`config.mk`:
```
export PLATFORM = sky130hd
export DESIGN_NAME = dd_door_port
export DESIGN_NICKNAME = d
export VERILOG_FILES = /design/src/inc/dd_pkg.sv /design/src/hw/dd_door_port.sv /design/src/hw/dd_serial_port.sv
export VERILOG_INCLUDE_DIRS = /design/src /design/src/inc
export SDC_FILE = /design/constraint.sdc
export NUM_CORES = 1
export LEC_CHECK = 0
export ABC_AREA = 1
export BUFFER_PORTS_ARGS = -buffer_cell sky130_fd_sc_hd__buf_2
export CAP_MARGIN = 0
export CORE_UTILIZATION = 53
export CTS_CLUSTER_SIZE = 8
export DETAILED_ROUTE_END_ITERATION = 6
export PLACE_DENSITY = 0.8
export SETUP_SLACK_MARGIN = 0.5
export SYNTH_ARGS = -nofsm -noshare
export SYNTH_HDL_FRONTEND = slang
export SYNTH_SLANG_ARGS = --single-unit
```
`constraint.sdc`:
```
create_clock -name clk -period 1.3 [get_ports clk]
set_input_delay 0.13 -clock clk [delete_from_list [all_inputs] [get_ports clk]]
set_output_delay 0.13 -clock clk [all_outputs]
set_load 0.02 [all_outputs]
```
`src/inc/dd_regs.svh`:
```
`ifndef DD_REGS_SVH
`define DD_REGS_SVH

`define DD_WORD_W     16
`define DD_CNT_W      5
`define DD_CNT_FULL   5'h10
`define DD_CNT_OVER   5'h11
`define DD_ADDR_MSB   15
`define DD_ADDR_LSB   12
`define DD_ADDR_ONE   4'h1
`define DD_ADDR_TWO   4'h2
`define DD_ADDR_THREE 4'h3
`define DD_NSW        11
`define DD_HS_FIRST   6
`define DD_NHS        5
`define DD_SENSE_LSB  5
`define DD_SENSE_W    3
`define DD_CTRL_W     12

`endif

```
`src/inc/dd_pkg.sv`:
```
`include "dd_regs.svh"

package dd_pkg;
  typedef enum logic {
    FR_IDLE,
    FR_ACTIVE
  } dd_frame_e;
  typedef logic [`DD_WORD_W-1:0]                  dd_word_t;
  typedef logic [`DD_ADDR_MSB-`DD_ADDR_LSB:0]     dd_addr_t;
  typedef logic [`DD_NSW-1:0]                     dd_sw_t;
endpackage

```
`src/hw/dd_door_port.sv`:
```
`timescale 1ns/1ps
`include "dd_regs.svh"

// How it works
// - Every frame carries one sixteen-bit word each way.
// - Serial output changes on rising serial clock edges while selected.
// - Status word leaves most significant bit first.
// - Serial output is not driven while chip select is high.
// - Serial input is sampled on falling serial clock edges while selected.
// - Control word arrives least significant bit first and is assembled so.
// - Clock and data are ignored unless chip select is low.
// - A floating chip select counts as deselected.
// - Inhibit low or floating puts the block to sleep.
// - Direct drive A gates the high-side switches picked in word one.
// - Direct drive B gates every switch picked in word three that drive A does not take.
// - Sense route follows the serially written sense select bits.
// - Control word is taken in while status goes out, same frame.
// - Asleep, all switches are off and the serial port is dead.
// - Inhibit release clears stored data and tristates power outputs.
module dd_door_port (
  input  wire logic                   clk,             // 50 MHz system clock
  input  wire logic                   rst_n,           // Async reset, active low
  input  wire logic                   sleep_inhibit_n, // Low or floating: sleep
  input  wire logic                   direct_drive_a,  // Direct drive input A
  input  wire logic                   direct_drive_b,  // Direct drive input B
  input  wire logic                   sck,             // Serial clock from master
  input  wire logic                   select_n,        // Chip select, active low
  input  wire logic                   serial_in,       // Serial data from master
  input  dd_pkg::dd_word_t            status_word,     // Diagnosis word to report
  output logic                        serial_out,      // Serial data to master
  output logic                        serial_out_oe,   // High while driving serial_out
  output dd_pkg::dd_sw_t              switch_on_q,     // Per-switch on command
  output logic                        power_out_en_q,  // Low: power outputs tristate
  output logic [`DD_SENSE_W-1:0]      sense_route_q,   // Current sense mux route
  output logic                        sleep_q          // High while asleep
);

  logic [`DD_CTRL_W-1:0] ctrl_one_q;
  dd_pkg::dd_sw_t        sw_state_q;
  dd_pkg::dd_sw_t        drive_b_select;
  logic                  word_valid;
  dd_pkg::dd_word_t      word_data;

  // Decode one address field against a register address
  function automatic logic addr_hit(input dd_pkg::dd_word_t w, input dd_pkg::dd_addr_t a);
    addr_hit = (w[`DD_ADDR_MSB:`DD_ADDR_LSB] == a);
  endfunction

  wire                   sleep_d   = ~sleep_inhibit_n;
  wire                   wake      = sleep_q & sleep_inhibit_n;
  wire                   awake     = ~sleep_q;
  wire                   wr_one    = word_valid & addr_hit(word_data, `DD_ADDR_ONE);
  wire                   wr_two    = word_valid & addr_hit(word_data, `DD_ADDR_TWO);
  wire                   wr_three  = word_valid & addr_hit(word_data, `DD_ADDR_THREE);
  wire [`DD_NHS-1:0]     drive_a_select   = ctrl_one_q[`DD_NHS-1:0];
  wire [`DD_SENSE_W-1:0] sense_mux_select =
    ctrl_one_q[`DD_SENSE_LSB +: `DD_SENSE_W];
  wire [`DD_SENSE_W-1:0] sense_route_d = awake ? sense_mux_select : '0;
  dd_pkg::dd_sw_t        switch_on_d;

  dd_serial_port u_port (
    .clk           (clk),
    .rst_n         (rst_n),
    .enable        (awake),
    .sck           (sck),
    .select_n      (select_n),
    .serial_in     (serial_in),
    .status_word   (status_word),
    .serial_out    (serial_out),
    .serial_out_oe (serial_out_oe),
    .word_valid    (word_valid),
    .word_data     (word_data)
  );

  // Direct drive A reaches only the high-side switches
  genvar gi;
  generate
    for (gi = 0; gi < `DD_NSW; gi = gi + 1) begin : g_sw
      wire sel_a;
      wire level;
      if (gi >= `DD_HS_FIRST) begin : g_hs
        assign sel_a = drive_a_select[gi-`DD_HS_FIRST];
      end else begin : g_ls
        assign sel_a = 1'b0;
      end
      assign level = sel_a ? direct_drive_a :
                     drive_b_select[gi] ? direct_drive_b :
                     sw_state_q[gi];
      assign switch_on_d[gi] = awake & power_out_en_q & level;
    end
  endgenerate

  // Registers clear on inhibit release, not on entry to sleep: the
  // release edge is the one that must leave a clean state behind
  always_ff @(posedge clk or negedge rst_n) begin
    if (!rst_n) begin
      sleep_q        <= 1'b1;
      ctrl_one_q     <= 12'h000;
      sw_state_q     <= 11'h000;
      drive_b_select <= 11'h000;
      power_out_en_q <= 1'b0;
      switch_on_q    <= 11'h000;
      sense_route_q  <= 3'h0;
    end else begin
      sleep_q       <= sleep_d;
      switch_on_q   <= switch_on_d;
      sense_route_q <= sense_route_d;
      if (wake) begin
        ctrl_one_q     <= 12'h000;
        sw_state_q     <= 11'h000;
        drive_b_select <= 11'h000;
        power_out_en_q <= 1'b0;
      end else begin
        if (wr_one) begin
          ctrl_one_q <= word_data[`DD_CTRL_W-1:0];
        end
        if (wr_two) begin
          sw_state_q <= word_data[`DD_NSW-1:0];
        end
        if (wr_three) begin
          drive_b_select <= word_data[`DD_NSW-1:0];
        end
        if (wr_one | wr_two | wr_three) begin
          power_out_en_q <= 1'b1;
        end
      end
    end
  end

  AST_DOUT_ON_RISE: assert property (@(posedge clk) disable iff (!rst_n)
    (serial_out_oe && $past(serial_out_oe) && $changed(serial_out))
      |-> $past(sck) && !$past(sck, 2))
    else $error("Serial output changed without a rising serial clock");

  AST_MSB_FIRST: assert property (@(posedge clk) disable iff (!rst_n)
    $rose(serial_out_oe) |-> serial_out == $past(status_word[`DD_WORD_W-1]))
    else $error("First status bit is not the most significant one");

  AST_DESELECT_Z: assert property (@(posedge clk) disable iff (!rst_n)
    select_n [*2] |-> !serial_out_oe)
    else $error("Serial output driven while deselected");

  AST_SLEEP_OFF: assert property (@(posedge clk) disable iff (!rst_n)
    !sleep_inhibit_n [*2] |=> switch_on_q == '0 && !serial_out_oe && sense_route_q == '0)
    else $error("Switch or serial output active in sleep");

  AST_SLEEP_ENTRY: assert property (@(posedge clk) disable iff (!rst_n)
    !sleep_inhibit_n |=> sleep_q)
    else $error("Inhibit low did not enter sleep");

  AST_WAKE_CLEAR: assert property (@(posedge clk) disable iff (!rst_n)
    (sleep_q && sleep_inhibit_n) |=> !power_out_en_q && ctrl_one_q == '0
      && sw_state_q == '0 && drive_b_select == '0)
    else $error("Inhibit release did not clear stored data");

  AST_DRIVE_A: assert property (@(posedge clk) disable iff (!rst_n)
    (awake && power_out_en_q && drive_a_select[0])
      |=> switch_on_q[`DD_HS_FIRST] == $past(direct_drive_a))
    else $error("Drive A did not steer its selected high-side switch");

  AST_DRIVE_B: assert property (@(posedge clk) disable iff (!rst_n)
    (awake && power_out_en_q && drive_b_select[0])
      |=> switch_on_q[0] == $past(direct_drive_b))
    else $error("Drive B did not steer its selected switch");

  AST_SENSE_ROUTE: assert property (@(posedge clk) disable iff (!rst_n)
    awake |=> sense_route_q == $past(sense_mux_select))
    else $error("Sense route does not follow the select bits");

  AST_WORD_APPLY: assert property (@(posedge clk) disable iff (!rst_n)
    (word_valid && addr_hit(word_data, `DD_ADDR_ONE) && !wake)
      |=> ctrl_one_q == $past(word_data[`DD_CTRL_W-1:0]))
    else $error("Received word one was not stored");

  AST_WRITE_STATE: assert property (@(posedge clk) disable iff (!rst_n)
    (wr_two && !wake) |=> sw_state_q == $past(word_data[`DD_NSW-1:0]))
    else $error("Received word two was not stored");

  AST_WRITE_DRIVE_B: assert property (@(posedge clk) disable iff (!rst_n)
    (wr_three && !wake) |=> drive_b_select == $past(word_data[`DD_NSW-1:0]))
    else $error("Received word three was not stored");

  // Unknown addresses must leave every stored bit as it was
  AST_ADDR_IGNORE: assert property (@(posedge clk) disable iff (!rst_n)
    (word_valid && !wr_one && !wr_two && !wr_three && !wake)
      |=> $stable(ctrl_one_q) && $stable(sw_state_q) && $stable(drive_b_select))
    else $error("Word with an unknown address changed stored data");

  AST_POWER_ON: assert property (@(posedge clk) disable iff (!rst_n)
    ((wr_one || wr_two || wr_three) && !wake) |=> power_out_en_q)
    else $error("Applied word did not enable the power outputs");

  AST_POWER_GATE: assert property (@(posedge clk) disable iff (!rst_n)
    !power_out_en_q |=> switch_on_q == '0)
    else $error("Switch on while power outputs are tristate");

  AST_SLEEP_HELD: assert property (@(posedge clk) disable iff (!rst_n)
    sleep_q |=> switch_on_q == '0 && sense_route_q == '0)
    else $error("Switch or sense route active while asleep");

  AST_WAKE_SOURCE: assert property (@(posedge clk) disable iff (!rst_n)
    $fell(sleep_q) |-> $past(sleep_inhibit_n))
    else $error("Left sleep without inhibit high");

  // Every high-side switch picked for drive A, not only the first one
  AST_DRIVE_A_ALL: assert property (@(posedge clk) disable iff (!rst_n)
    (awake && power_out_en_q)
      |=> ((switch_on_q[`DD_NSW-1:`DD_HS_FIRST] ^ {`DD_NHS{$past(direct_drive_a)}})
        & $past(drive_a_select)) == '0)
    else $error("A switch picked for drive A did not follow it");

  // Drive A wins, so only switches it leaves alone must follow drive B
  AST_DRIVE_B_ALL: assert property (@(posedge clk) disable iff (!rst_n)
    (awake && power_out_en_q)
      |=> ((switch_on_q ^ {`DD_NSW{$past(direct_drive_b)}}) & $past(drive_b_select)
        & ~{$past(drive_a_select), 6'h00}) == '0)
    else $error("A switch picked for drive B did not follow it");

  AST_STATIC_STATE: assert property (@(posedge clk) disable iff (!rst_n)
    (awake && power_out_en_q)
      |=> ((switch_on_q ^ $past(sw_state_q)) & ~$past(drive_b_select)
        & ~{$past(drive_a_select), 6'h00}) == '0)
    else $error("An unpicked switch did not follow its stored state");

endmodule

```
`src/hw/dd_serial_port.sv`:
```
`timescale 1ns/1ps
`include "dd_regs.svh"

module dd_serial_port (
  input  wire logic        clk,           // System clock
  input  wire logic        rst_n,         // Async reset, active low
  input  wire logic        enable,        // Low while asleep
  input  wire logic        sck,           // Serial clock from master
  input  wire logic        select_n,      // Chip select, active low
  input  wire logic        serial_in,     // Serial data from master
  input  dd_pkg::dd_word_t status_word,   // Status to shift out
  output logic             serial_out,    // Serial data to master
  output logic             serial_out_oe, // High while driving serial_out
  output logic             word_valid,    // One-cycle pulse, word_data good
  output dd_pkg::dd_word_t word_data      // Received control word
);

  dd_pkg::dd_frame_e     state_q;
  logic                  sel_q;
  logic                  sck_q;
  logic [`DD_CNT_W-1:0]  cnt_q;
  dd_pkg::dd_word_t      rx_q;
  dd_pkg::dd_word_t      tx_q;

  wire active   = (state_q == dd_pkg::FR_ACTIVE);
  wire sck_rise = ~sck_q & sck;
  wire sck_fall = sck_q & ~sck;
  wire start    = ~active & enable & sel_q & ~select_n;
  wire stop     = active & (select_n | ~enable);
  wire len_ok   = (cnt_q == `DD_CNT_FULL);
  wire shift_tx = active & sck_rise & (cnt_q != '0);

  always_ff @(posedge clk or negedge rst_n) begin
    if (!rst_n) begin
      state_q       <= dd_pkg::FR_IDLE;
      sel_q         <= 1'b1;
      sck_q         <= 1'b0;
      cnt_q         <= '0;
      rx_q          <= 16'h0000;
      tx_q          <= 16'h0000;
      serial_out    <= 1'b0;
      serial_out_oe <= 1'b0;
      word_valid    <= 1'b0;
      word_data     <= 16'h0000;
    end else begin
      sel_q      <= select_n;
      sck_q      <= sck;
      word_valid <= 1'b0;
      if (start) begin
        state_q       <= dd_pkg::FR_ACTIVE;
        tx_q          <= status_word;
        serial_out    <= status_word[`DD_WORD_W-1];
        serial_out_oe <= 1'b1;
        cnt_q         <= '0;
      end else if (stop) begin
        state_q       <= dd_pkg::FR_IDLE;
        serial_out    <= 1'b0;
        serial_out_oe <= 1'b0;
        word_valid    <= enable & len_ok;
        word_data     <= rx_q;
      end else if (active) begin
        if (sck_fall) begin
          rx_q <= {serial_in, rx_q[`DD_WORD_W-1:1]};
          if (cnt_q != `DD_CNT_OVER) begin
            cnt_q <= cnt_q + 5'h01;
          end
        end
        if (shift_tx) begin
          // First rising edge keeps the MSB already presented at select
          tx_q       <= {tx_q[`DD_WORD_W-2:0], 1'b0};
          serial_out <= tx_q[`DD_WORD_W-2];
        end
      end
    end
  end

  AST_SAMPLE_FALL: assert property (@(posedge clk) disable iff (!rst_n)
    $changed(rx_q) |-> $past(sck_q) && !$past(sck))
    else $error("Receive shift moved without a falling serial clock");

  AST_LSB_FIRST: assert property (@(posedge clk) disable iff (!rst_n)
    (active && sck_fall && !stop) |=> rx_q[`DD_WORD_W-1] == $past(serial_in))
    else $error("Incoming bit not entered at the top of the shifter");

  AST_LEN_SIXTEEN: assert property (@(posedge clk) disable iff (!rst_n)
    word_valid |-> $past(cnt_q) == `DD_CNT_FULL && $past(select_n))
    else $error("Word applied from a frame that was not sixteen bits");

  AST_IGNORE_DESEL: assert property (@(posedge clk) disable iff (!rst_n)
    select_n [*2] |=> $stable(rx_q) && !word_valid)
    else $error("Shifter moved while deselected");

endmodule

```
### Word-level counts from Yosys, hierarchy flattened

Index checks and enable logic that the tools add are counted.

* output and inout bits: 18
* input port bits: 24
* flip-flop bits (word level): 103

* reduce and logical (&&, ||, !) cells: 17
* add/sub/neg operators: 1
* bitwise operators: 36
* eq/ne operators: 6
* muxes and demuxes: 42

Operators with widths (count)
* 15-bit two-way mux: 4
* 11-bit two-way mux: 4
* 1-bit two-way mux: 26
* 1-bit AND: 25
* 5-bit two-way mux: 5
* 2-bit nonzero test: 9
* 8-bit two-way mux: 2
* 4-bit by 2-bit equality test with 1-bit output (second input constant): 2
* 1-bit NOT: 8
* 4-bit AND reduction: 2
* 3-bit nonzero test: 2
* 5-bit by 1-bit adder with 5-bit output (second input constant): 1
* 5-bit equality test (second input constant): 1
* 5-bit != test (second input constant): 1
* 5-bit nonzero test: 1
* 4-bit by 1-bit equality test with 1-bit output (second input constant): 1
* 2-bit AND reduction: 2
* 3-bit two-way mux: 1
* 1-bit bitwise OR: 3
* 3-bit AND reduction: 1
* 2-bit by 1-bit != test with 1-bit output (second input constant): 1

### Longest topological paths before layout

* depth in word-level cells: 8
* mapped depth: 10
* mapped depth without buffers: 10

### Hierarchy

From an unflattened synthesis, not the netlist that was laid out.

* cells, all modules: 549
* area total of the unflattened synthesis: 4643.2 um2

By module, submodules not included
* dd_serial_port: area each 2602.5 um2, cells each 306, seq. area each 1427.6 um2, instances 1
* dd_door_port: area each 2040.7 um2, cells each 243, seq. area each 1152.4 um2, instances 1

### Worst setup path before layout

Ideal clock, no wire load.

* path kind: register to register
* start point: register sleep_q
* end point: register ctrl_one_q[5]
* path slack: -0.089 ns
* data required time: 1.174 ns
* clock period less this slack: 1.389 ns
* setup time: 0.126 ns
* cell stages (with the launch flop): 7
* data arrival time: 1.263 ns
* cells stage by stage: dfstp_2 buf_6 nand2_1 buf_2 nand2_1 buf_2 o21ai_0

* cells in the longest elaborated chain, start to end: 2
* elaborated cells on any way between the ends: 3

Ends and longest elaborated chain
* from (decl): line dd_door_port.sv:35 `output logic sleep_q`
* from (signal assigned): line dd_door_port.sv:105 `sleep_q <= sleep_d;`
* 1-bit AND (*): line dd_door_port.sv:50 `wire wake = sleep_q & sleep_inhibit_n;`
* 8-bit two-way mux or 2-bit nonzero test (tied branches)
* to (signal assigned): line dd_door_port.sv:115 `` ctrl_one_q <= word_data[`DD_CTRL_W-1:0]; ``
* to (decl): line dd_door_port.sv:38 `` logic [`DD_CTRL_W-1:0] ctrl_one_q; ``

Mark *: on every way between the ends. The rest lies on a longest branch, timed or not.
A chain may end at the register's enable or synchronous reset.

### Final worst setup path

* start point: register sleep_q
* end point: register u_port.tx_q[1]

* cells in the longest elaborated chain, start to end: 6
* elaborated cells on any way between the ends: 11

Ends and longest elaborated chain
* 1-bit NOT: line dd_door_port.sv:51 `wire awake = ~sleep_q;`
* 1-bit AND (3 in series): line dd_serial_port.sv:28 `wire start = ~active & enable & sel_q & ~select_n;`
* 2-bit by 1-bit != test with 1-bit output (no source line) or 2-bit nonzero test (tied branches)
* 3-bit AND reduction (no source line)
* to (signal assigned): line dd_serial_port.sv:51 `tx_q <= status_word;`
* to (signal assigned): line dd_serial_port.sv:70 `` tx_q <= {tx_q[`DD_WORD_W-2:0], 1'b0}; ``
* to (decl): line dd_serial_port.sv:23 `dd_pkg::dd_word_t tx_q;`

Several ways; a longest one is shown, not always the timed one.

==> qor.yml <==
core_sq_mm: 0.00826
wl_per_cell_um: 15.2
startpoint: "sleep_q"
dp_slack_ns: -0.0449
hold_viol: 1
slowest_stage: "dfstp_2"
async_reset_ff_share_pct: 100
cp.depth: 8
num_vias: 3972
ir_drop_v: 0.000676
clk_pin_slew_ns: 0.11
crit_required_ns: 1.63
setup_viol: 66
cp_top_family: "flip-flops"
synth.distinct_cells: 28
synth_largest_area_cell: "dfrtp_1"
cap_violations: 0
crit_fanout: 7
tightestPinTransition_ns: 0.728
min_path_type: "input port to flip-flop"
avgSynthCellArea_sq_um: 8.56
synth-adder-area-share_pct: 0.829
powerDensity_mw_per_mm2: 1160
worst_hold_path.endpoint: "u_port.rx_q[15]"
period_needed_ns: 1.47
place_area_sq_mm: 0.00509
initial_utilization_pct: 54.9
synth.area.mux_share_pct: 0
critPathCaptureType: "flip-flop"
fmax_ghz: 0.678
cp_slowest_stage_delay_ns: 0.59
antenna_found_initial: 0
std_cell_rows: 33
synth_compound_area_share_pct: 7.04
synthTopCellsByCount: "174 x nand2_1, 100 x dfrtp_1, 50 x inv_1"
cts_buffers: 9
grt_max_degree: 31
synth_ff_type: "dfrtp_1"
final_cells: 720
holdWs_ns: -0.00149
ff2ff_path_depth: 8
violations: "negative hold slack, negative setup slack"
grt-ovfl-total: 0
tritoncts: "yes"
viasPerCell: 5.52
htree_levels: 3
grt_usage_pct: 25.6
synth_top_area_share_pct: 55.2
r2r-end: "u_port.tx_q[1]"
drc: 0
timing.final.ws_setup_ns: -0.174
synthCells: 529
synthTopCellsByArea: "dfrtp_1 55%, nand2_1 14%, nand3_1 5.4%"
post_route_cells_drive_above_1_share_pct: 27.6
syn-num-nets: 556
synth_top_family_by_area: "simple AND/OR/NAND/NOR gates"
antenna_left: 0
gp_congestion: 0.826
crit_path_frequent_cell: "nand2_1"
cp_data_arrival_time_ns: 1.80
grt_pass1_wl_um: 17500
num-fill-cells: 550
rrSetupSlack_ns: -0.17
synth_area_sq_mm: 0.00453
rsz0062_at_grt: "yes"
power_mw: 6.83
slew_violations: 0
synth_most_common_cell: "nand2_1"
port_buffers: 41
clock-sinks: 102
p_leak_nw: 3.08
dr.pass1.iters: 5
synthXorXnorAreaFrac_pct: 0.193
io_pins: 42
antenna_cells: 0
clk_latency_ns: 0.38
fp.dieW_um: 94.5
period_share_pct: 113
place_hpwl_um: 6430
ys_seq_area_share_pct: 56.4
fin_area_sq_mm: 0.00587
routed_wl_um: 11000
worst-path-buf-inv: 2
status: "finished, violations left"
synth_simple_gate_area_share_pct: 27.9
dp.cells: 681
finalNetCount: 637
r2r_start: "sleep_q"
synth-seq-cells: 102
drtIter0Drc: 281
synth_enable_flop_cells: 0
whs_path_depth: 3
cts_root_buf: "clkbuf_8"
min_from: "serial_in"
area_growth_pct: 29.5
fp.dieH_um: 94.5
fin_worst_skew_ns: 0.0132
slew_headroom_pct: 51.3
dieArea_sq_mm: 0.00892
clk_path_buf_depth: 2
synth_warnings: 0
crit_chain: "buf_12, nor2_8, nand3_4, buf_6, nand2_1, nand2_1, nand3_2, nand2_2"
startpoint_type: "flip-flop"
grt_pass1_vias: 3759
path_class: "flip-flop to flip-flop"
worst reg2reg max path, cell delays in order, from the launching register on:
cell and delay, ns:
dfstp_2 0.59, buf_12 0.12, nor2_8 0.04, nand3_4 0.18, buf_6 0.15, nand2_1 0.06
nand2_1 0.12, nand3_2 0.11, nand2_2 0.06
layer usage:
layer | up-vias | track usage [%] | part of all wire (%)
met2 | 165 | 42.2 | 49
met5 | - | 0 | 0
met4 | 0 | 9.97 | 2.6
met3 | 32 | 4.35 | 6.1
met1 | 1928 | 33.8 | 42
li1 | 1847 | - | -
power by group:
group | internal, mW | leakage, nW | total [mW] | switching [mW]
clock network | 0.742 | 0.0911 | 1.97 | 1.22
registers | 3.50 | 1.36 | 3.71 | 0.210
logic | 0.461 | 1.63 | 1.15 | 0.690
total | 4.70 | 3.08 | 6.83 | 2.12
flip-flops by register name (all words and copies together) (netlist names), 3 cells and up:
signal,flops
u_port.rx_q,16
ctrl_one_q,8
u_port.cnt_q,5
u_port.word_data,15
sw_state_q,11
switch_on_q,11
drive_b_select,11
u_port.tx_q,15
sense_route_q,3
cells by family after synthesis:
family / count (synthesis)
AND/OR/NAND/NOR: 288
XOR/XNOR: 1
AO/OA/AOI/OAI: 56
flip-flops: 102
buffers and inverters: 79
adder cells (fa/ha/maj): 3
worst max path at each step:
stage / to
2_1_floorplan: drive_b_select[0]
3_3_place_gp: u_port.tx_q[5]
3_5_place_dp: u_port.tx_q[11]
4_1_cts: u_port.rx_q[8]
5_1_grt: u_port.tx_q[1]
6_report: u_port.tx_q[1]
cells in the final DEF, fill, tap and decap left out, types with 6 or more instances in the layout:
cell type,netlist,routed
a211oi_1,6,6
nand3_1,49,33
nand2_2,1,8
inv_2,2,6
buf_12,0,6
buf_4,2,26
a21oi_1,13,10
o21ai_2,6,6
buf_2,16,23
clkbuf_8,0,9
o21ai_0,22,17
dlygate4sd3_1,0,6
dfrtp_1,100,99
nor2_1,34,27
inv_1,50,44
buf_6,3,32
nand4_1,22,22
o21ai_1,8,13
nand2_1,174,162
nand3_2,0,15
stage by stage:
step | utilization (%) | setup TNS (ns)
detailed placement | 61.6 | -0.536
floorplan | - | -2.04
global route | 71.0 | -9.20
global placement | 61.6 | 0
CTS | 68.7 | -3.14
finish | 71.0 | -5.82
cell type report:
cell class | count | area, sq um | area share, %
Sequential cell | 102 | 2560 | 43.6
Multi-Input combinational cell | 348 | 1840 | 31.4
Timing Repair Buffer | 96 | 933 | 15.9
Inverter | 52 | 203 | 3.46
Tap cell | 105 | 131 | 2.24
Clock buffer | 9 | 124 | 2.11
Clock inverter | 7 | 68.8 | 1.17
Timing Repair inverter | 1 | 7.51 | 0.128
what timing repair did:
| action | in CTS | in global routing |
|---|---|---|
| hold buffers | 5 | 2 |
| cloned | 3 | 2 |
| endpoints found under the hold margin | 105 | 71 |
| gates resized for setup | 70 | 25 |
| endpoints found under the setup margin | 117 | 219 |
| pin swaps | 11 | 17 |
| setup buffers | 7 | 5 |
Power figures use the tool's default switching activity.
